`src/hw/pau_consts.svh`:
```
// constants of the process alarm unit: sizes, codes, timing counts
// assumes a 20 MHz system clock
`ifndef PAU_CONSTS_SVH
`define PAU_CONSTS_SVH
`define PAU_NUM_ALARMS 4
`define PAU_NUM_FUNCS 9
`define PAU_NUM_OUTS 5
`define PAU_VAL_W 16
`define PAU_SRC_W 14
`define PAU_FN_SENSOR_BREAK 0
`define PAU_FN_LOOP_BREAK 1
`define PAU_FN_LOAD_FAIL 2
`define PAU_FN_MANUAL 3
`define PAU_FN_OUT_RANGE 4
`define PAU_FN_REMOTE_SP_FAIL 5
`define PAU_FN_HEATER_FAIL 6
`define PAU_FN_RELAY_FAIL 7
`define PAU_FN_PROGRAM_END 8
`define PAU_SRC_FUNC_BASE 4
`define PAU_SRC_NEW_ALARM 13
`define PAU_CLK_HZ 20000000
`define PAU_CLEAR_HOLD_S 2
`define PAU_CLEAR_HOLD_CYC (`PAU_CLEAR_HOLD_S * `PAU_CLK_HZ)
`define PAU_LOOP_TIMEOUT_SAMPLES 16'h0040
`endif

```
`src/hw/pau_pkg.sv`:
```
// types of the process alarm unit
// used together with pau_consts.svh
`include "pau_consts.svh"
package pau_pkg;
   typedef enum logic [2:0] {
      PAU_FS_HIGH = 3'h0,
      PAU_FS_LOW = 3'h1,
      PAU_DEV_BAND = 3'h2,
      PAU_DEV_HIGH = 3'h3,
      PAU_DEV_LOW = 3'h4,
      PAU_CUR_HIGH = 3'h5,
      PAU_CUR_LOW = 3'h6
   } pau_type_t;
   typedef enum logic [1:0] {
      PAU_LATCH_OFF = 2'h0,
      PAU_LATCH_AUTO = 2'h1,
      PAU_LATCH_MANUAL = 2'h2
   } pau_latch_t;
   typedef struct packed {
      pau_type_t alarm_type;
      pau_latch_t latch_select;
      logic blocking;
      logic signed [`PAU_VAL_W-1:0] level;
   } pau_alarm_cfg_t;
   typedef struct packed {
      logic signed [`PAU_VAL_W-1:0] process_value;
      logic signed [`PAU_VAL_W-1:0] setpoint_value;
      logic [`PAU_VAL_W-1:0] load_current;
   } pau_meas_t;
   typedef enum logic [2:0] {
      PAU_ST_IDLE = 3'h1,
      PAU_ST_ACTIVE = 3'h2,
      PAU_ST_CLEARED = 3'h4
   } pau_state_t;
endpackage : pau_pkg

```
`src/hw/pau_alarm_cell.sv`:
```
// one configurable process alarm: compare, block, latch, acknowledge
// sample_en marks a new measurement; ack_pulse is a one-cycle pulse
`timescale 1ns/1ps
`default_nettype none
module pau_alarm_cell
   import pau_pkg::*;
(
   input wire logic clk_sys,
   input wire logic rst_n,
   input wire logic sample_en,
   input wire logic ack_pulse,
   input wire pau_alarm_cfg_t cfg,
   input wire pau_meas_t meas,
   output logic alarm_active
);
   logic signed [`PAU_VAL_W:0] dev;
   logic signed [`PAU_VAL_W:0] lvl;
   logic signed [`PAU_VAL_W:0] neg_lvl;
   logic signed [`PAU_VAL_W:0] pv;
   logic signed [`PAU_VAL_W:0] cur;
   logic cond;
   logic armed;
   logic next_armed;
   logic ack_mem;
   logic next_ack_mem;
   pau_state_t state;
   pau_state_t next_state;

   always_comb begin
      pv = {meas.process_value[`PAU_VAL_W-1], meas.process_value};
      dev = pv - {meas.setpoint_value[`PAU_VAL_W-1], meas.setpoint_value};
      lvl = {cfg.level[`PAU_VAL_W-1], cfg.level};
      neg_lvl = -lvl;
      cur = {1'b0, meas.load_current};
      case (cfg.alarm_type)
         PAU_FS_HIGH: cond = pv > lvl;
         PAU_FS_LOW: cond = pv < lvl;
         PAU_DEV_BAND: cond = (dev > lvl) || (dev < neg_lvl);
         PAU_DEV_HIGH: cond = dev > lvl;
         PAU_DEV_LOW: cond = dev < lvl;
         PAU_CUR_HIGH: cond = cur > lvl;
         PAU_CUR_LOW: cond = cur < lvl;
         default: cond = 1'b0;
      endcase
   end

   always_comb begin
      next_state = state;
      next_armed = armed;
      next_ack_mem = ack_mem;
      if (sample_en) begin
         // blocking alarm waits for a first quiet sample
         if (!cond) begin
            next_armed = 1'b1;
         end
      end
      case (state)
         PAU_ST_IDLE: begin
            if (sample_en && cond && (armed || !cfg.blocking)) begin
               next_state = PAU_ST_ACTIVE;
               next_ack_mem = 1'b0;
            end
         end
         PAU_ST_ACTIVE: begin
            if (ack_pulse && cfg.latch_select == PAU_LATCH_AUTO) begin
               next_ack_mem = 1'b1;
            end
            if (sample_en && !cond) begin
               if (cfg.latch_select == PAU_LATCH_OFF) begin
                  next_state = PAU_ST_IDLE;
               end else if (cfg.latch_select == PAU_LATCH_AUTO
                            && (ack_mem || ack_pulse)) begin
                  next_state = PAU_ST_IDLE;
               end else begin
                  next_state = PAU_ST_CLEARED;
               end
            end
         end
         PAU_ST_CLEARED: begin
            // ack during the condition was dropped; only a later one frees it
            if (sample_en && cond) begin
               next_state = PAU_ST_ACTIVE;
            end else if (ack_pulse) begin
               next_state = PAU_ST_IDLE;
            end
         end
         default: next_state = PAU_ST_IDLE;
      endcase
   end

   always_ff @(posedge clk_sys or negedge rst_n) begin
      if (!rst_n) begin
         state <= PAU_ST_IDLE;
         armed <= 1'b0;
         ack_mem <= 1'b0;
      end else begin
         state <= next_state;
         armed <= next_armed;
         ack_mem <= next_ack_mem;
      end
   end

   assign alarm_active = (state != PAU_ST_IDLE);
endmodule // pau_alarm_cell
`default_nettype wire

```
`src/hw/pau_sync3.sv`:
```
// three-stage synchroniser; change accepted when stages two and three agree
// input comes from outside the clk_sys domain
`timescale 1ns/1ps
`default_nettype none
module pau_sync3 (
   input wire logic clk_sys,
   input wire logic rst_n,
   input wire logic pin_in,
   output logic level_out
);
   logic [2:0] stage;
   logic [2:0] next_stage;
   logic next_level;

   always_comb begin
      next_stage = {stage[1:0], pin_in};
      next_level = (stage[1] == stage[2]) ? stage[2] : level_out;
   end

   always_ff @(posedge clk_sys or negedge rst_n) begin
      if (!rst_n) begin
         stage <= 3'h0;
         level_out <= 1'b0;
      end else begin
         stage <= next_stage;
         level_out <= next_level;
      end
   end
endmodule // pau_sync3
`default_nettype wire

```
`src/hw/pau_top.sv`:
```
// process alarm unit: four alarms, nine output functions, output routing
// assumes measurements and sample_en from the same clock; status pins asynchronous
// What this block does
// - four independent alarms, attachable to any outputs
// - grouped sources OR onto one output
// - full-scale high: value above level
// - full-scale low: value below level
// - deviation band outside symmetric band alarms
// - deviation high: value minus setpoint above
// - deviation low: difference below level
// - high current: load current above level
// - low current: load current below level
// - latch off, auto or manual; holds
// - auto: early acknowledge remembered, clears later
// - manual: acknowledge only after condition clears
// - blocking waits for first inactive condition
// - per-output polarity selects relay energise sense
// - soft alarms drive nothing unless attached
// - nine output functions routable to outputs
// - sensor break on open measurement input
// - loop break when output change unanswered
// - new-alarm pulse when any alarm rises
// - clear held two seconds detaches output
`timescale 1ns/1ps
`default_nettype none
module pau_top
   import pau_pkg::*;
#(
   parameter int unsigned CLEAR_HOLD_CYC = `PAU_CLEAR_HOLD_CYC
) (
   input wire logic clk_sys,
   input wire logic rst_n,
   input wire logic sample_en,
   input wire pau_meas_t meas,
   input wire pau_alarm_cfg_t alarm_cfg [`PAU_NUM_ALARMS],
   input wire logic ack_pin,
   input wire logic input_open_pin,
   input wire logic manual_mode,
   input wire logic out_of_range,
   input wire logic remote_sp_fail_pin,
   input wire logic load_fail_pin,
   input wire logic heater_fail_pin,
   input wire logic relay_fail_pin,
   input wire logic program_end,
   input wire logic signed [`PAU_VAL_W-1:0] control_output,
   input wire logic [`PAU_VAL_W-1:0] loop_step,
   input wire logic [`PAU_SRC_W-1:0] attach_we [`PAU_NUM_OUTS],
   input wire logic [`PAU_SRC_W-1:0] attach_set [`PAU_NUM_OUTS],
   input wire logic [`PAU_NUM_OUTS-1:0] out_energise_on_alarm,
   input wire logic [`PAU_NUM_OUTS-1:0] clear_show,
   output logic [`PAU_NUM_ALARMS-1:0] alarm_active,
   output logic [`PAU_NUM_FUNCS-1:0] func_active,
   output logic new_alarm,
   output logic [`PAU_SRC_W-1:0] attach_map [`PAU_NUM_OUTS],
   output logic plug_output_one,
   output logic plug_output_two,
   output logic fixed_relay_a,
   output logic fixed_relay_three,
   output logic high_current_relay
);
   logic [`PAU_NUM_ALARMS-1:0] alarm_raw;
   logic [`PAU_NUM_ALARMS-1:0] alarm_prev;
   logic [`PAU_NUM_ALARMS-1:0] next_alarm_prev;
   logic ack_lvl;
   logic ack_d;
   logic ack_pulse;
   logic [5:0] pin_lvl;
   logic [`PAU_NUM_FUNCS-1:0] func_now;
   logic [`PAU_SRC_W-1:0] src_vec;
   logic [`PAU_NUM_OUTS-1:0] relay_drive;
   logic [`PAU_NUM_OUTS-1:0] next_relay_drive;
   logic [`PAU_SRC_W-1:0] next_attach [`PAU_NUM_OUTS];
   logic [31:0] clear_cnt [`PAU_NUM_OUTS];
   logic [31:0] next_clear_cnt [`PAU_NUM_OUTS];
   logic [`PAU_NUM_OUTS-1:0] clear_fire;
   logic next_new_alarm;
   logic signed [`PAU_VAL_W-1:0] loop_ref_out;
   logic signed [`PAU_VAL_W-1:0] next_loop_ref_out;
   logic signed [`PAU_VAL_W-1:0] loop_ref_pv;
   logic signed [`PAU_VAL_W-1:0] next_loop_ref_pv;
   logic [15:0] loop_cnt;
   logic [15:0] next_loop_cnt;
   logic loop_watch;
   logic next_loop_watch;
   logic loop_break;
   logic next_loop_break;
   logic signed [`PAU_VAL_W:0] out_step;
   logic signed [`PAU_VAL_W:0] pv_step;
   logic [`PAU_VAL_W:0] out_mag;
   logic [`PAU_VAL_W:0] pv_mag;

   // all four alarms share one cell design
   genvar gi;
   generate
      for (gi = 0; gi < `PAU_NUM_ALARMS; gi++) begin : g_alarm
         pau_alarm_cell u_cell (
            .clk_sys(clk_sys),
            .rst_n(rst_n),
            .sample_en(sample_en),
            .ack_pulse(ack_pulse),
            .cfg(alarm_cfg[gi]),
            .meas(meas),
            .alarm_active(alarm_raw[gi])
         );
      end
      for (gi = 0; gi < 6; gi++) begin : g_sync
         pau_sync3 u_sync (
            .clk_sys(clk_sys),
            .rst_n(rst_n),
            .pin_in((gi == 0) ? input_open_pin :
                    (gi == 1) ? remote_sp_fail_pin :
                    (gi == 2) ? load_fail_pin :
                    (gi == 3) ? heater_fail_pin :
                    (gi == 4) ? relay_fail_pin :
                    ack_pin),
            .level_out(pin_lvl[gi])
         );
      end
   endgenerate

   assign ack_lvl = pin_lvl[5];
   assign ack_pulse = ack_lvl && !ack_d;

   // loop break: a large output step with no process response in time
   always_comb begin
      out_step = {control_output[`PAU_VAL_W-1], control_output}
               - {loop_ref_out[`PAU_VAL_W-1], loop_ref_out};
      pv_step = {meas.process_value[`PAU_VAL_W-1], meas.process_value}
              - {loop_ref_pv[`PAU_VAL_W-1], loop_ref_pv};
      out_mag = out_step[`PAU_VAL_W] ? (`PAU_VAL_W+1)'(-out_step) : out_step;
      pv_mag = pv_step[`PAU_VAL_W] ? (`PAU_VAL_W+1)'(-pv_step) : pv_step;
      next_loop_ref_out = loop_ref_out;
      next_loop_ref_pv = loop_ref_pv;
      next_loop_cnt = loop_cnt;
      next_loop_watch = loop_watch;
      next_loop_break = loop_break;
      if (sample_en) begin
         if (pv_mag > {1'b0, loop_step}) begin
            next_loop_watch = 1'b0;
            next_loop_break = 1'b0;
            next_loop_ref_pv = meas.process_value;
            next_loop_ref_out = control_output;
         end else if (out_mag > {1'b0, loop_step} && !loop_watch) begin
            next_loop_watch = 1'b1;
            next_loop_cnt = 16'h0000;
            next_loop_ref_out = control_output;
         end else if (loop_watch) begin
            if (loop_cnt >= `PAU_LOOP_TIMEOUT_SAMPLES) begin
               next_loop_break = 1'b1;
            end else begin
               next_loop_cnt = loop_cnt + 16'h0001;
            end
         end
      end
   end

   always_comb begin
      func_now = '0;
      func_now[`PAU_FN_SENSOR_BREAK] = pin_lvl[0];
      func_now[`PAU_FN_LOOP_BREAK] = loop_break;
      func_now[`PAU_FN_LOAD_FAIL] = pin_lvl[2];
      func_now[`PAU_FN_MANUAL] = manual_mode;
      func_now[`PAU_FN_OUT_RANGE] = out_of_range;
      func_now[`PAU_FN_REMOTE_SP_FAIL] = pin_lvl[1];
      func_now[`PAU_FN_HEATER_FAIL] = pin_lvl[3];
      func_now[`PAU_FN_RELAY_FAIL] = pin_lvl[4];
      func_now[`PAU_FN_PROGRAM_END] = program_end;
      next_alarm_prev = alarm_raw;
      next_new_alarm = |(alarm_raw & ~alarm_prev);
      src_vec = {next_new_alarm, func_now, alarm_raw};
   end

   // attach map and two-second clear per output
   always_comb begin
      for (int o = 0; o < `PAU_NUM_OUTS; o++) begin
         next_clear_cnt[o] = clear_show[o] ? clear_cnt[o] : 32'h0;
         clear_fire[o] = 1'b0;
         if (clear_show[o]) begin
            if (clear_cnt[o] >= CLEAR_HOLD_CYC - 1) begin
               clear_fire[o] = (clear_cnt[o] == CLEAR_HOLD_CYC - 1);
               next_clear_cnt[o] = CLEAR_HOLD_CYC;
            end else begin
               next_clear_cnt[o] = clear_cnt[o] + 32'h1;
            end
         end
         next_attach[o] = (attach_map[o] & ~attach_we[o]) | (attach_set[o] & attach_we[o]);
         if (clear_fire[o]) begin
            next_attach[o] = '0;
         end
         // unattached soft alarms only indicate
         next_relay_drive[o] = ~(|(src_vec & next_attach[o]));
         if (|(src_vec & next_attach[o])) begin
            next_relay_drive[o] = out_energise_on_alarm[o];
         end else begin
            next_relay_drive[o] = !out_energise_on_alarm[o];
         end
      end
   end

   always_ff @(posedge clk_sys or negedge rst_n) begin
      if (!rst_n) begin
         alarm_prev <= '0;
         alarm_active <= '0;
         func_active <= '0;
         new_alarm <= 1'b0;
         ack_d <= 1'b0;
         relay_drive <= '0;
         loop_ref_out <= '0;
         loop_ref_pv <= '0;
         loop_cnt <= 16'h0000;
         loop_watch <= 1'b0;
         loop_break <= 1'b0;
         for (int o = 0; o < `PAU_NUM_OUTS; o++) begin
            attach_map[o] <= '0;
            clear_cnt[o] <= 32'h0;
         end
      end else begin
         alarm_prev <= next_alarm_prev;
         alarm_active <= alarm_raw;
         func_active <= func_now;
         new_alarm <= next_new_alarm;
         ack_d <= ack_lvl;
         relay_drive <= next_relay_drive;
         loop_ref_out <= next_loop_ref_out;
         loop_ref_pv <= next_loop_ref_pv;
         loop_cnt <= next_loop_cnt;
         loop_watch <= next_loop_watch;
         loop_break <= next_loop_break;
         for (int o = 0; o < `PAU_NUM_OUTS; o++) begin
            attach_map[o] <= next_attach[o];
            clear_cnt[o] <= next_clear_cnt[o];
         end
      end
   end

   assign plug_output_one = relay_drive[0];
   assign plug_output_two = relay_drive[1];
   assign fixed_relay_a = relay_drive[2];
   assign fixed_relay_three = relay_drive[3];
   assign high_current_relay = relay_drive[4];
endmodule // pau_top
`default_nettype wire

```
`config.mk`:
```
export PLATFORM = sky130hd
export DESIGN_NAME = pau_top
export DESIGN_NICKNAME = d
export VERILOG_FILES = /design/src/hw/pau_pkg.sv /design/src/hw/pau_alarm_cell.sv /design/src/hw/pau_sync3.sv /design/src/hw/pau_top.sv
export VERILOG_INCLUDE_DIRS = /design/src /design/src/hw
export SDC_FILE = /design/constraint.sdc
export NUM_CORES = 1
export LEC_CHECK = 0
export BUFFER_PORTS_ARGS = -buffer_cell sky130_fd_sc_hd__buf_4
export CORE_ASPECT_RATIO = 0.5
export CORE_UTILIZATION = 54
export CTS_BUF_LIST = sky130_fd_sc_hd__clkbuf_4 sky130_fd_sc_hd__clkbuf_8 sky130_fd_sc_hd__clkbuf_16
export DETAILED_ROUTE_END_ITERATION = 8
export HOLD_SLACK_MARGIN = 0.06
export PLACE_DENSITY = 0.87
export REMOVE_ABC_BUFFERS = 1
export SLEW_MARGIN = 0
export SYNTH_ARGS = -nofsm -noshare
export SYNTH_HDL_FRONTEND = slang
export SYNTH_HIERARCHICAL = 1
export SYNTH_SLANG_ARGS = --single-unit
```
`constraint.sdc`:
```
create_clock -name clk_sys -period 4.8 [get_ports clk_sys]
set_input_delay 1.2 -clock clk_sys [delete_from_list [all_inputs] [get_ports clk_sys]]
set_output_delay 1.2 -clock clk_sys [all_outputs]
set_load 0.01 [all_outputs]
```
* Word level (Yosys, flattened, before mapping)
Index checks and enable logic that the tools add are counted.
** Word-level totals
- Bits in registers :: 344
- Bits of input ports :: 330
** Operators by class
- Reduce and logical (&&, ||, !) cells :: 87
- Multiplexer cells :: 84
- Add/subtract/negate cells :: 15
- Bitwise gates (word level) :: 32
- Eq/ne operators :: 73
- $lt $le $gt $ge :: 36
** Operators by type and width (count)
- $mux W32 :: 10
- $and A14 B14 Y14 :: 15
- $gt A17 B16 Y1 :: 10
- $add A32 B1 Y32 const B :: 5
- $eq A32 B26 Y1 const B :: 5
- $ge A32 B26 Y1 const B :: 5
- $lt A17 B16 Y1 :: 8
- $mux W16 :: 5
- $mux W14 :: 5
- $not A14 Y14 :: 5
- $or A14 B14 Y14 :: 5
- $reduce_or A14 Y1 :: 5
- $lt A17 B17 Y1 :: 4
- $neg A16 Y17 :: 4
- $gt A16 B16 Y1 :: 4
- $lt A16 B16 Y1 :: 4
- $mux W3 :: 21
- $sub A16 B16 Y17 :: 3
- $eq A3 B3 Y1 const B :: 16
- $eq A3 B2 Y1 const B :: 12
- $pmux W3 S3 :: 4
- $mux W17 :: 2
- $neg A17 Y17 :: 2
- $mux W1 :: 29
- 24 further kinds :: 139

* Depth between registers and ports, before layout
Gate-level depths: netlist of the first run.
- Word-level depth :: 8
- Mapped depth :: 24
- Gate-level depth less buffers :: 24

* Hierarchy
The synthesis of the first run kept the hierarchy.
** By module, submodules not included
- pau_top :: area an instance 16284.4 µm², cells each 1635, instances 1
- pau_alarm_cell at g_alarm[0].u_cell ... :: area an instance 3010.4 µm², cells each 389, instances 3
- pau_alarm_cell at g_alarm[3].u_cell :: area an instance 3016.6 µm², cells each 401, instances 1
- pau_sync3 :: area an instance 111.4 µm², cells each 5, instances 6

* Worst setup path after synthesis of the first run
OpenSTA, ideal clock, no wires.
- Path kind :: input to register
- From :: input port meas[32] in the netlist's numbering
- To :: register loop_ref_out[10]
- Setup slack :: -1.319 ns
- Arrival :: 5.994 ns
- Stages :: 21
- Data required time :: 4.675 ns
- Path through :: inv_1 ha_1 inv_1 fa_1 a21o_1 a21oi_1 xor2_1 o2111ai_1 or3_1 or4b_4 o21ai_0 xnor2_1 ha_1 a211o_1 nor2_1 nand2_1 o31ai_1 o41ai_4 o21ai_2 buf_6 mux2_4
** On the way
- Longest elaborated chain between the ends :: 6
** Ends and longest elaborated chain
- start: declaration :: line pau_top.sv:34 : input wire pau_meas_t meas,
- $sub A16 B16 Y17 * :: line pau_top.sv:128 : pv_step = {meas.process_value[`PAU_VAL_W-1], meas.process_value}
- $neg A17 Y17 :: line pau_top.sv:131 : pv_mag = pv_step[`PAU_VAL_W] ? (`PAU_VAL_W+1)'(-pv_step) : pv_step;
- $mux W17 * :: line pau_top.sv:131
- $gt A17 B16 Y1 * :: line pau_top.sv:138 : if (pv_mag > {1'b0, loop_step}) begin
- $reduce_bool A2 Y1 (no source line)
- $reduce_and A2 Y1 (no source line)
- end signal: assignment :: line pau_top.sv:224 : loop_ref_out <= next_loop_ref_out;
- end: declaration :: line pau_top.sv:77 : logic signed [`PAU_VAL_W-1:0] loop_ref_out;
Mark *: on every way between the ends. The rest lies on a longest branch, timed or not.
A chain may end at the register's enable or synchronous reset.

* Worst setup path in the final report of the first run
- From :: input port meas[32] in the netlist's numbering
- To :: register g_alarm[3].u_cell.state[0]
** On the way
- Longest elaborated chain between the ends :: 8
** Ends and longest elaborated chain
- $sub A16 B16 Y17 :: line pau_alarm_cell.sv:31 : dev = pv - {meas.setpoint_value[`PAU_VAL_W-1], meas.setpoint_value};
- $gt A17 B16 Y1 or $lt A17 B17 Y1 (tied branches) :: line pau_alarm_cell.sv:38, pau_alarm_cell.sv:39
- $logic_or A1 B1 Y1 :: line pau_alarm_cell.sv:38 : PAU_DEV_BAND: cond = (dev > lvl) || (dev < neg_lvl);
- $pmux W1 S7 * :: line pau_alarm_cell.sv:35 : case (cfg.alarm_type)
- $logic_not A1 Y1 or $logic_and A1 B1 Y1 (tied branches)
- $logic_and A1 B1 Y1 (on tied branches) :: line pau_alarm_cell.sv:68, pau_alarm_cell.sv:59
- $ne A2 B1 Y1 (no source line)
- $reduce_and A3 Y1 (no source line)
- end signal: assignment :: line pau_alarm_cell.sv:97 : state <= next_state;
- end: declaration :: line pau_alarm_cell.sv:26 : pau_state_t state;
Marked as above.

==> flow_metrics.env, run 1 <==
export IMPL_worstPathRequired_ns=5.35
export IMPL_worst_setup_path_start_kind="primary input"
export IMPL_ys_flop_type="dfrtp_1"
export IMPL_numCtsBuffers=31
export IMPL_rr_startpoint="loop_ref_pv[1]"
export IMPL_drt_antenna_violating_nets=0
export IMPL_nNetsFinal=4844
export IMPL_pre_cts_slack_ns=-1.68
export IMPL_worstSetupEndpoint="g_alarm[3].u_cell/state[0]"
export IMPL_drc=0
export IMPL_crit_path_end_kind="flip-flop"
export IMPL_synth_cells=3233
export IMPL_clock_latency_ns=0.63
export IMPL_reg2reg_to="loop_ref_pv[11]"
export IMPL_power_total_w=0.0167
export IMPL_cp_startpoint="meas[32]"
export IMPL_synth_area_per_cell_sq_um=8.97
export IMPL_async_reset_ff_share_pct=100
export IMPL_tns_ns=-29.27
export IMPL_reg2reg_slack_ns=-0.33
export IMPL_max_freq_mhz=185
export IMPL_dp_cells=4706
export IMPL_wl_met2_microns=47100
export IMPL_fp_row_count=59
export IMPL_arrival_ns=5.96
export IMPL_ys_seq_area_share_pct=29.7
export IMPL_core_area_sq_um=52500
export IMPL_violations="setup timing"
export IMPL_ys_top_cells_by_count="ha_1, nor2_1, dfrtp_1, inv_1, a21oi_1"
export IMPL_area_delta_synth_final_pct=32.9
export IMPL_crit_type="in2reg"
export IMPL_finClkSkew_ns=0.0263
export IMPL_syn_area_sq_um=29000
export IMPL_maxUsedRoutingLayer="met4"
export IMPL_dpl_hpwl_microns=77500
export IMPL_synth_top_area_share_pct=29.3
export IMPL_leakage_nw=18.7
export IMPL_io_buffers=418
export IMPL_drv_slew=0
export IMPL_yosysMostFrequentCell="ha_1"
export IMPL_wirelength_met1_microns=40600
export IMPL_routed_via_density=6.16
export IMPL_cts_max_level=1
export IMPL_die_area_sq_um=54700
export IMPL_path_clk_slew_ns=0.07
export IMPL_ys_ff_latch=344
export IMPL_grt_pass1_vias=29640
export IMPL_gp_congestion=1.07
export IMPL_fin_ws_ns=-0.604
export IMPL_drt_iter0_markers=2774
export IMPL_vias=29813
export IMPL_fin_crit_sh_pct=113
export IMPL_cts_root_buf="clkbuf_16"
export IMPL_ys_warn_count=6
export IMPL_cap_viol_max_count=0
export IMPL_first_pass_iters=6
export IMPL_grt_start_max_net_pins=103
export IMPL_final_layout_size_suffix_gt1_share_pct=28.3
export IMPL_met3_length_microns=10500
export IMPL_cp_max_fo=4
export IMPL_initial_core_util_pct=55.3
export IMPL_totalWireLength_microns=105000
export IMPL_rsz0062_at_grt="true"
export IMPL_clock_path_buffers=3
export IMPL_synth_area_leaders="dfrtp_1, ha_1, nor2_1"
export IMPL_synth_top_area_cell="dfrtp_1"
export IMPL_antenna_found_initial=13
export IMPL_worst_slew_pin_slew_ns=0.890
export IMPL_die_y_microns=166
export IMPL_r2r_cells=20
export IMPL_fp_dieW_microns=330
export IMPL_grt_pass1_wl_microns=160000
export IMPL_fin_crit_ns=5.40
export IMPL_io_pins=419
export IMPL_finalSetupViolCount=69
export IMPL_grt_remaining_overflow=0
export IMPL_status="finished, violations left"
export IMPL_fin_cells=4842
export IMPL_grt_usage_pct=36.8
export IMPL_hp_class="reg2reg"
export IMPL_synth_edf_count=0
export IMPL_slew_headroom_pct=40.6
export IMPL_clock_sinks=344
export IMPL_ys_types=98
export IMPL_ctsHoldBuffers=0
export IMPL_vdd_drop_max_uv=357
export IMPL_powerDensity_nw_per_um2=432
export IMPL_cts_tree="built"
export IMPL_hold_viol_final=0
export IMPL_wire_per_inst_microns=21.6
cells by family after synthesis:
family / after synthesis / share of synthesized area (%)
AND/OR/NAND/NOR: 1113 / 19.8
AO/OA/AOI/OAI: 666 / 15.8
adder cells (fa/ha/maj): 417 / 18.1
flip-flops: 344 / 29.7
buffers and inverters: 304 / 3.99
XOR/XNOR: 269 / 8.12
multiplexers: 119 / 4.43
other: 1 / 0.0129
power breakdown:
group / switching [W] / leakage [nW] / internal [W]
Clock: 0.00123 / 0.527 / 0.00139
Combinational: 0.00526 / 13.9 / 0.00524
Sequential: 0.000284 / 4.27 / 0.00327
Total: 0.00677 / 18.7 / 0.00990
cell usage in the layout (no fill, tap or decap), drive strengths merged, types with 10 or more instances in the layout:
master,instances
a211o,23
a211oi,20
a21boi,51
a21o,56
a21oi,185
a22oi,14
a31oi,27
and2,25
and3,40
and4,16
buf,842
clkbuf,43
conb,30
dfrtp,340
diode,13
ha,405
inv,275
mux2,38
mux2i,81
nand2,165
nand2b,27
nand3,118
nand3b,11
nand4,105
nor2,347
nor2b,44
nor3,77
nor3b,16
nor4,45
o2111ai,14
o211ai,13
o21a,29
o21ai,103
o21bai,12
o22ai,18
o31ai,10
or2,25
or3,21
xnor2,147
xor2,122
critical path, stage by stage:
cell,delay (ns)
buf_8,0.08
buf_4,0.10
buf_8,0.10
inv_4,0.04
ha_4,0.16
fa_2,0.40
nor2b_2,0.17
o21ai_2,0.11
a21boi_2,0.21
o21ai_2,0.09
a21boi_2,0.18
o21a_1,0.17
buf_4,0.13
o21a_1,0.15
o21ai_2,0.08
a21oi_2,0.18
xor2_2,0.19
ha_1,0.27
nand4_1,0.19
nor4_4,0.06
a221oi_2,0.31
nand2_2,0.10
mux2i_1,0.12
a211o_1,0.29
and3_4,0.20
a2111oi_4,0.35
a31oi_1,0.08
or2_1,0.23
cell type report:
class,count,area [sq um]
diodes,13,32.5
clock buffers,43,897
clock inverters,15,149
fillers,3460,13900
inverters,270,1030
multi-input cells,2614,20500
flip-flops and latches,344,8610
well taps,701,877
repair buffers,842,6490
repair_timing:
| item | 4_1_cts | 5_1_grt |
|---|---|---|
| endpoints found under the setup margin | 70 | 70 |
| gates resized for setup | 154 | 89 |
| gates cloned | 3 | 0 |
| pin swaps | 121 | 71 |
| setup buffers | 47 | 19 |
how the worst min path moves through the flow:
stage | startpoint | endpoint | slack, ns | depth (start not counted)
3_3_place_gp | g_sync[4].u_sync/stage[0] | g_sync[4].u_sync/stage[1] | 0.34 | 0
3_5_place_dp | g_sync[4].u_sync/stage[0] | g_sync[4].u_sync/stage[1] | 0.34 | 0
4_1_cts | g_sync[4].u_sync/stage[0] | g_sync[4].u_sync/stage[1] | 0.35 | 0
6_report | g_sync[4].u_sync/stage[0] | g_sync[4].u_sync/stage[1] | 0.34 | 0
2_1_floorplan | g_sync[0].u_sync/stage[0] | g_sync[0].u_sync/stage[1] | 0.33 | 0
5_1_grt | g_sync[4].u_sync/stage[0] | g_sync[4].u_sync/stage[1] | 0.35 | 0
registers in the layout (all words and copies together) (netlist names), 5 cells and up:
name / flops
clear_cnt: 160
attach_map: 70
g_sync.u_sync/stage: 18
loop_cnt: 16
loop_ref_out: 16
loop_ref_pv: 16
g_alarm.u_cell/state: 12
func_active: 9
g_sync.u_sync/level_out: 6
relay_drive: 5
metal layers:
metal  vias to the layer above  GRT usage [%]
met5                         -              0
met4                         0           19.5
met3                       454           9.38
met2                      1502           58.6
met1                     14397           46.0
li1                      13460              -
metrics by stage:
step	area, sq um	utilization, %	hold WS, ns
CTS	38000	72.3	0.345
detailed placement	35800	68.1	0.336
global placement	35800	68.1	0.336
global route	38500	73.4	0.353
finish	38500	73.4	0.344
floorplan	29000	-	0.331
Power figures use the tool's default switching activity.
==> run 2, diff against run 1 <==
--- a/config.mk
+++ b/config.mk
@@ -6,13 +6,14 @@
 export SDC_FILE = /design/constraint.sdc
 export NUM_CORES = 1
 export LEC_CHECK = 0
+export ABC_AREA = 1
 export BUFFER_PORTS_ARGS = -buffer_cell sky130_fd_sc_hd__buf_4
 export CORE_ASPECT_RATIO = 0.5
 export CORE_UTILIZATION = 54
 export CTS_BUF_LIST = sky130_fd_sc_hd__clkbuf_4 sky130_fd_sc_hd__clkbuf_8 sky130_fd_sc_hd__clkbuf_16
 export DETAILED_ROUTE_END_ITERATION = 8
-export HOLD_SLACK_MARGIN = 0.06
-export PLACE_DENSITY = 0.87
+export HOLD_SLACK_MARGIN = 0.15
+export PLACE_DENSITY = 0.86
 export REMOVE_ABC_BUFFERS = 1
 export SLEW_MARGIN = 0
 export SYNTH_ARGS = -nofsm -noshare
==> run 2 against run 1 <==
The flow now finishes without violations; hold slack improved by 0.0046 ns; global-route usage decreased by 4.7 points; combinational power fell by 5%; critical path type unchanged; highest routed layer is now met5.
==> flow_metrics.env, run 2 <==
export IMPL_hp_class="reg2reg"
export IMPL_nNetsFinal=5943
export IMPL_antenna_found_initial=7
export IMPL_syn_area_sq_um=31900
export IMPL_grt_pass1_wl_microns=157000
export IMPL_layout_commonest_cell="nand2_1"
export IMPL_regMostFlops="clear_cnt"
export IMPL_fin_crit_sh_pct=95.6
export IMPL_drt_iter0_markers=2406
export IMPL_tns_ns=0
export IMPL_die_area_sq_um=60100
export IMPL_ys_top_cells_by_count="nand2_1, inv_1, nor2_1, ha_1, dfrtp_1"
export IMPL_nFillCells=4788
export IMPL_ys_warn_count=6
export IMPL_powerDensity_nw_per_um2=419
export IMPL_die_y_microns=174
export IMPL_first_pass_iters=5
export IMPL_ys_flop_type="dfrtp_1"
export IMPL_status="finished, final reports clean"
export IMPL_routed_via_density=5.43
export IMPL_top_usage_layer="met2"
export IMPL_reg2reg_slack_ns=0.70
export IMPL_clock_sinks=344
export IMPL_dpl_hpwl_microns=79000
export IMPL_ys_ff_latch=344
export IMPL_io_buffers=418
export IMPL_worst_setup_path_start_kind="primary input"
export IMPL_power_total_w=0.0164
export IMPL_cp_max_fo=4
export IMPL_wire_per_inst_microns=16.4
export IMPL_cp_startpoint="meas[34]"
export IMPL_cts_max_level=2
export IMPL_numCtsBuffers=35
export IMPL_grt_usage_pct=32.1
export IMPL_path_clk_slew_ns=0.07
export IMPL_reg2reg_to="loop_ref_out[6]"
export IMPL_dp_cells=5925
export IMPL_r2r_cells=29
export IMPL_cts_root_buf="clkbuf_16"
export IMPL_multi_input_area_sq_um=20500
export IMPL_final_area_sq_um=39200
export IMPL_area_delta_synth_final_pct=22.9
export IMPL_totalWireLength_microns=98500
export IMPL_gp_congestion=0.995
export IMPL_synth_edf_count=0
export IMPL_synth_area_leaders="dfrtp_1, ha_1, nand2_1"
export IMPL_hold_viol_final=0
export IMPL_vias=32564
export IMPL_crit_path_end_kind="flip-flop"
export IMPL_synth_area_per_cell_sq_um=7.09
export IMPL_cap_viol_max_count=0
export IMPL_fin_cells=5999
export IMPL_ys_seq_area_share_pct=27.0
export IMPL_slowest_delay_ns=0.31
export IMPL_synth_top_area_share_pct=26.7
export IMPL_crit_type="in2reg"
export IMPL_synth_cells=4502
export IMPL_use_met2_pct=56.8
export IMPL_cp_slowest_cell="ha_1"
export IMPL_worstPathRequired_ns=5.25
export IMPL_use_met1_pct=38.3
export IMPL_mostFrequentLayoutCells="nand2_1, inv_1, buf_4"
export IMPL_ff_latch_area_sq_um=8610
export IMPL_grt_remaining_overflow=0
export IMPL_worst_slew_pin_slew_ns=0.987
export IMPL_grt_start_max_net_pins=122
export IMPL_yosysMostFrequentCell="nand2_1"
export IMPL_rr_startpoint="loop_ref_out[0]"
export IMPL_leakage_nw=21.1
export IMPL_finClkSkew_ns=0.0342
export IMPL_async_reset_ff_share_pct=100
export IMPL_pre_cts_slack_ns=-0.416
export IMPL_clock_latency_ns=0.56
export IMPL_cts_tree="built"
export IMPL_core_area_sq_um=57900
export IMPL_ctsHoldBuffers=0
export IMPL_finalSetupViolCount=0
export IMPL_initial_core_util_pct=55.1
export IMPL_ys_types=66
export IMPL_final_layout_size_suffix_gt1_share_pct=19.1
export IMPL_crit_top_cell="nand2_1"
export IMPL_slew_headroom_pct=34.2
export IMPL_vdd_drop_max_uv=473
export IMPL_fin_crit_ns=4.59
export IMPL_max_freq_mhz=218
export IMPL_fin_ws_ns=0.212
export IMPL_grt_pass1_vias=32222
export IMPL_largest_register_ffs=160
export IMPL_worstSetupEndpoint="g_alarm[3].u_cell/state[0]"
export IMPL_io_pins=419
export IMPL_placed_cell_area_sq_um=37800
export IMPL_reg_top3="clear_cnt: 160 flops, attach_map: 70 flops, g_sync.u_sync/stage: 18 flops"
export IMPL_drc=0
export IMPL_clock_path_buffers=3
export IMPL_met3_usage_pct=4.23
export IMPL_drt_antenna_violating_nets=0
export IMPL_fp_row_count=62
export IMPL_fp_dieW_microns=346
export IMPL_arrival_ns=5.04
export IMPL_drv_slew=0
export IMPL_synth_top_area_cell="dfrtp_1"
[run 2: cell types whose count changed after synthesis, sizes merged, moves of 48 or more]
| cell | delta |
|---|---|
| nor2 | +157 |
| nand3 | +146 |
| xnor2 | -104 |
| nand2 | +1006 |
| o21ai | +49 |
| mux2i | -81 |
| nor3 | +48 |
| inv | +495 |
[run 2: critical path: cells and delay by family]
| family | cells | cell delay (ns) |
|---|---|---|
| and+or+nand+nor | 15 | 1.22 |
| buffers and inverters | 4 | 0.45 |
| AOI/OAI and AO/OA | 9 | 1.26 |
| adders and majority gates | 2 | 0.61 |
| xor gates and xnor gates | 1 | 0.29 |
[run 2: area by class of cell]
class | count | area share (%)
well taps | 768 | 2.45
repair inverters | 1 | 0.0160
diodes | 3 | 0.0192
inverters | 770 | 7.40
flip-flops and latches | 344 | 22.0
multi-input cells | 3399 | 52.2
repair buffers | 651 | 12.8
clock inverters | 20 | 0.648
clock buffers | 43 | 2.45
[run 2: power by group]
group / internal (W) / switching [W]
clock network: 0.00167 / 0.00123
logic: 0.00400 / 0.00598
registers: 0.00331 / 0.000248
[run 2: repair_timing]
item / CTS / global route
setup buffers: 0 / 5
gates resized for setup: 0 / 38
endpoints found under the setup margin: 0 / 62
[run 2: cells by family (layout without fill, tap and decap cells)]
family | count (synthesis) | count (layout) | synth area share, %
and+or+nand+nor | 2215 | 2216 | 31.0
other | 1 | 33 | 0.0118
xor gates and xnor gates | 195 | 195 | 5.35
buffers and inverters | 789 | 1485 | 9.52
AOI/OAI and AO/OA | 495 | 495 | 9.04
muxes | 52 | 52 | 1.84
DFF | 344 | 344 | 27.0
adders and majority gates | 411 | 411 | 16.3
[run 2: worst min path at each step]
stage                                      endpoint  slack, ns  cells past startpoint                       from
after global routing      g_sync[0].u_sync/stage[1]       0.36                      0  g_sync[0].u_sync/stage[0]
after CTS                 g_sync[4].u_sync/stage[1]       0.35                      0  g_sync[4].u_sync/stage[0]
final                     g_sync[4].u_sync/stage[1]       0.35                      0  g_sync[4].u_sync/stage[0]
after floorplan           g_sync[0].u_sync/stage[1]       0.33                      0  g_sync[0].u_sync/stage[0]
after detailed placement  g_sync[4].u_sync/stage[1]       0.34                      0  g_sync[4].u_sync/stage[0]
after global placement    g_sync[1].u_sync/stage[1]       0.33                      0  g_sync[1].u_sync/stage[0]
[run 2: metal layers]
metal	up-vias	share of wire, %
met5	-	0.047
met4	6	5.0
met3	319	6.2
met2	1134	49
met1	15159	40
li1	15946	-
[run 2: through the flow]
stage                     util (%)  hold WS, ns
after CTS                     67.4        0.350
after detailed placement      65.3        0.336
after global placement        65.3        0.332
final                         67.7        0.349
after global routing          67.7        0.356
after floorplan                  -        0.331
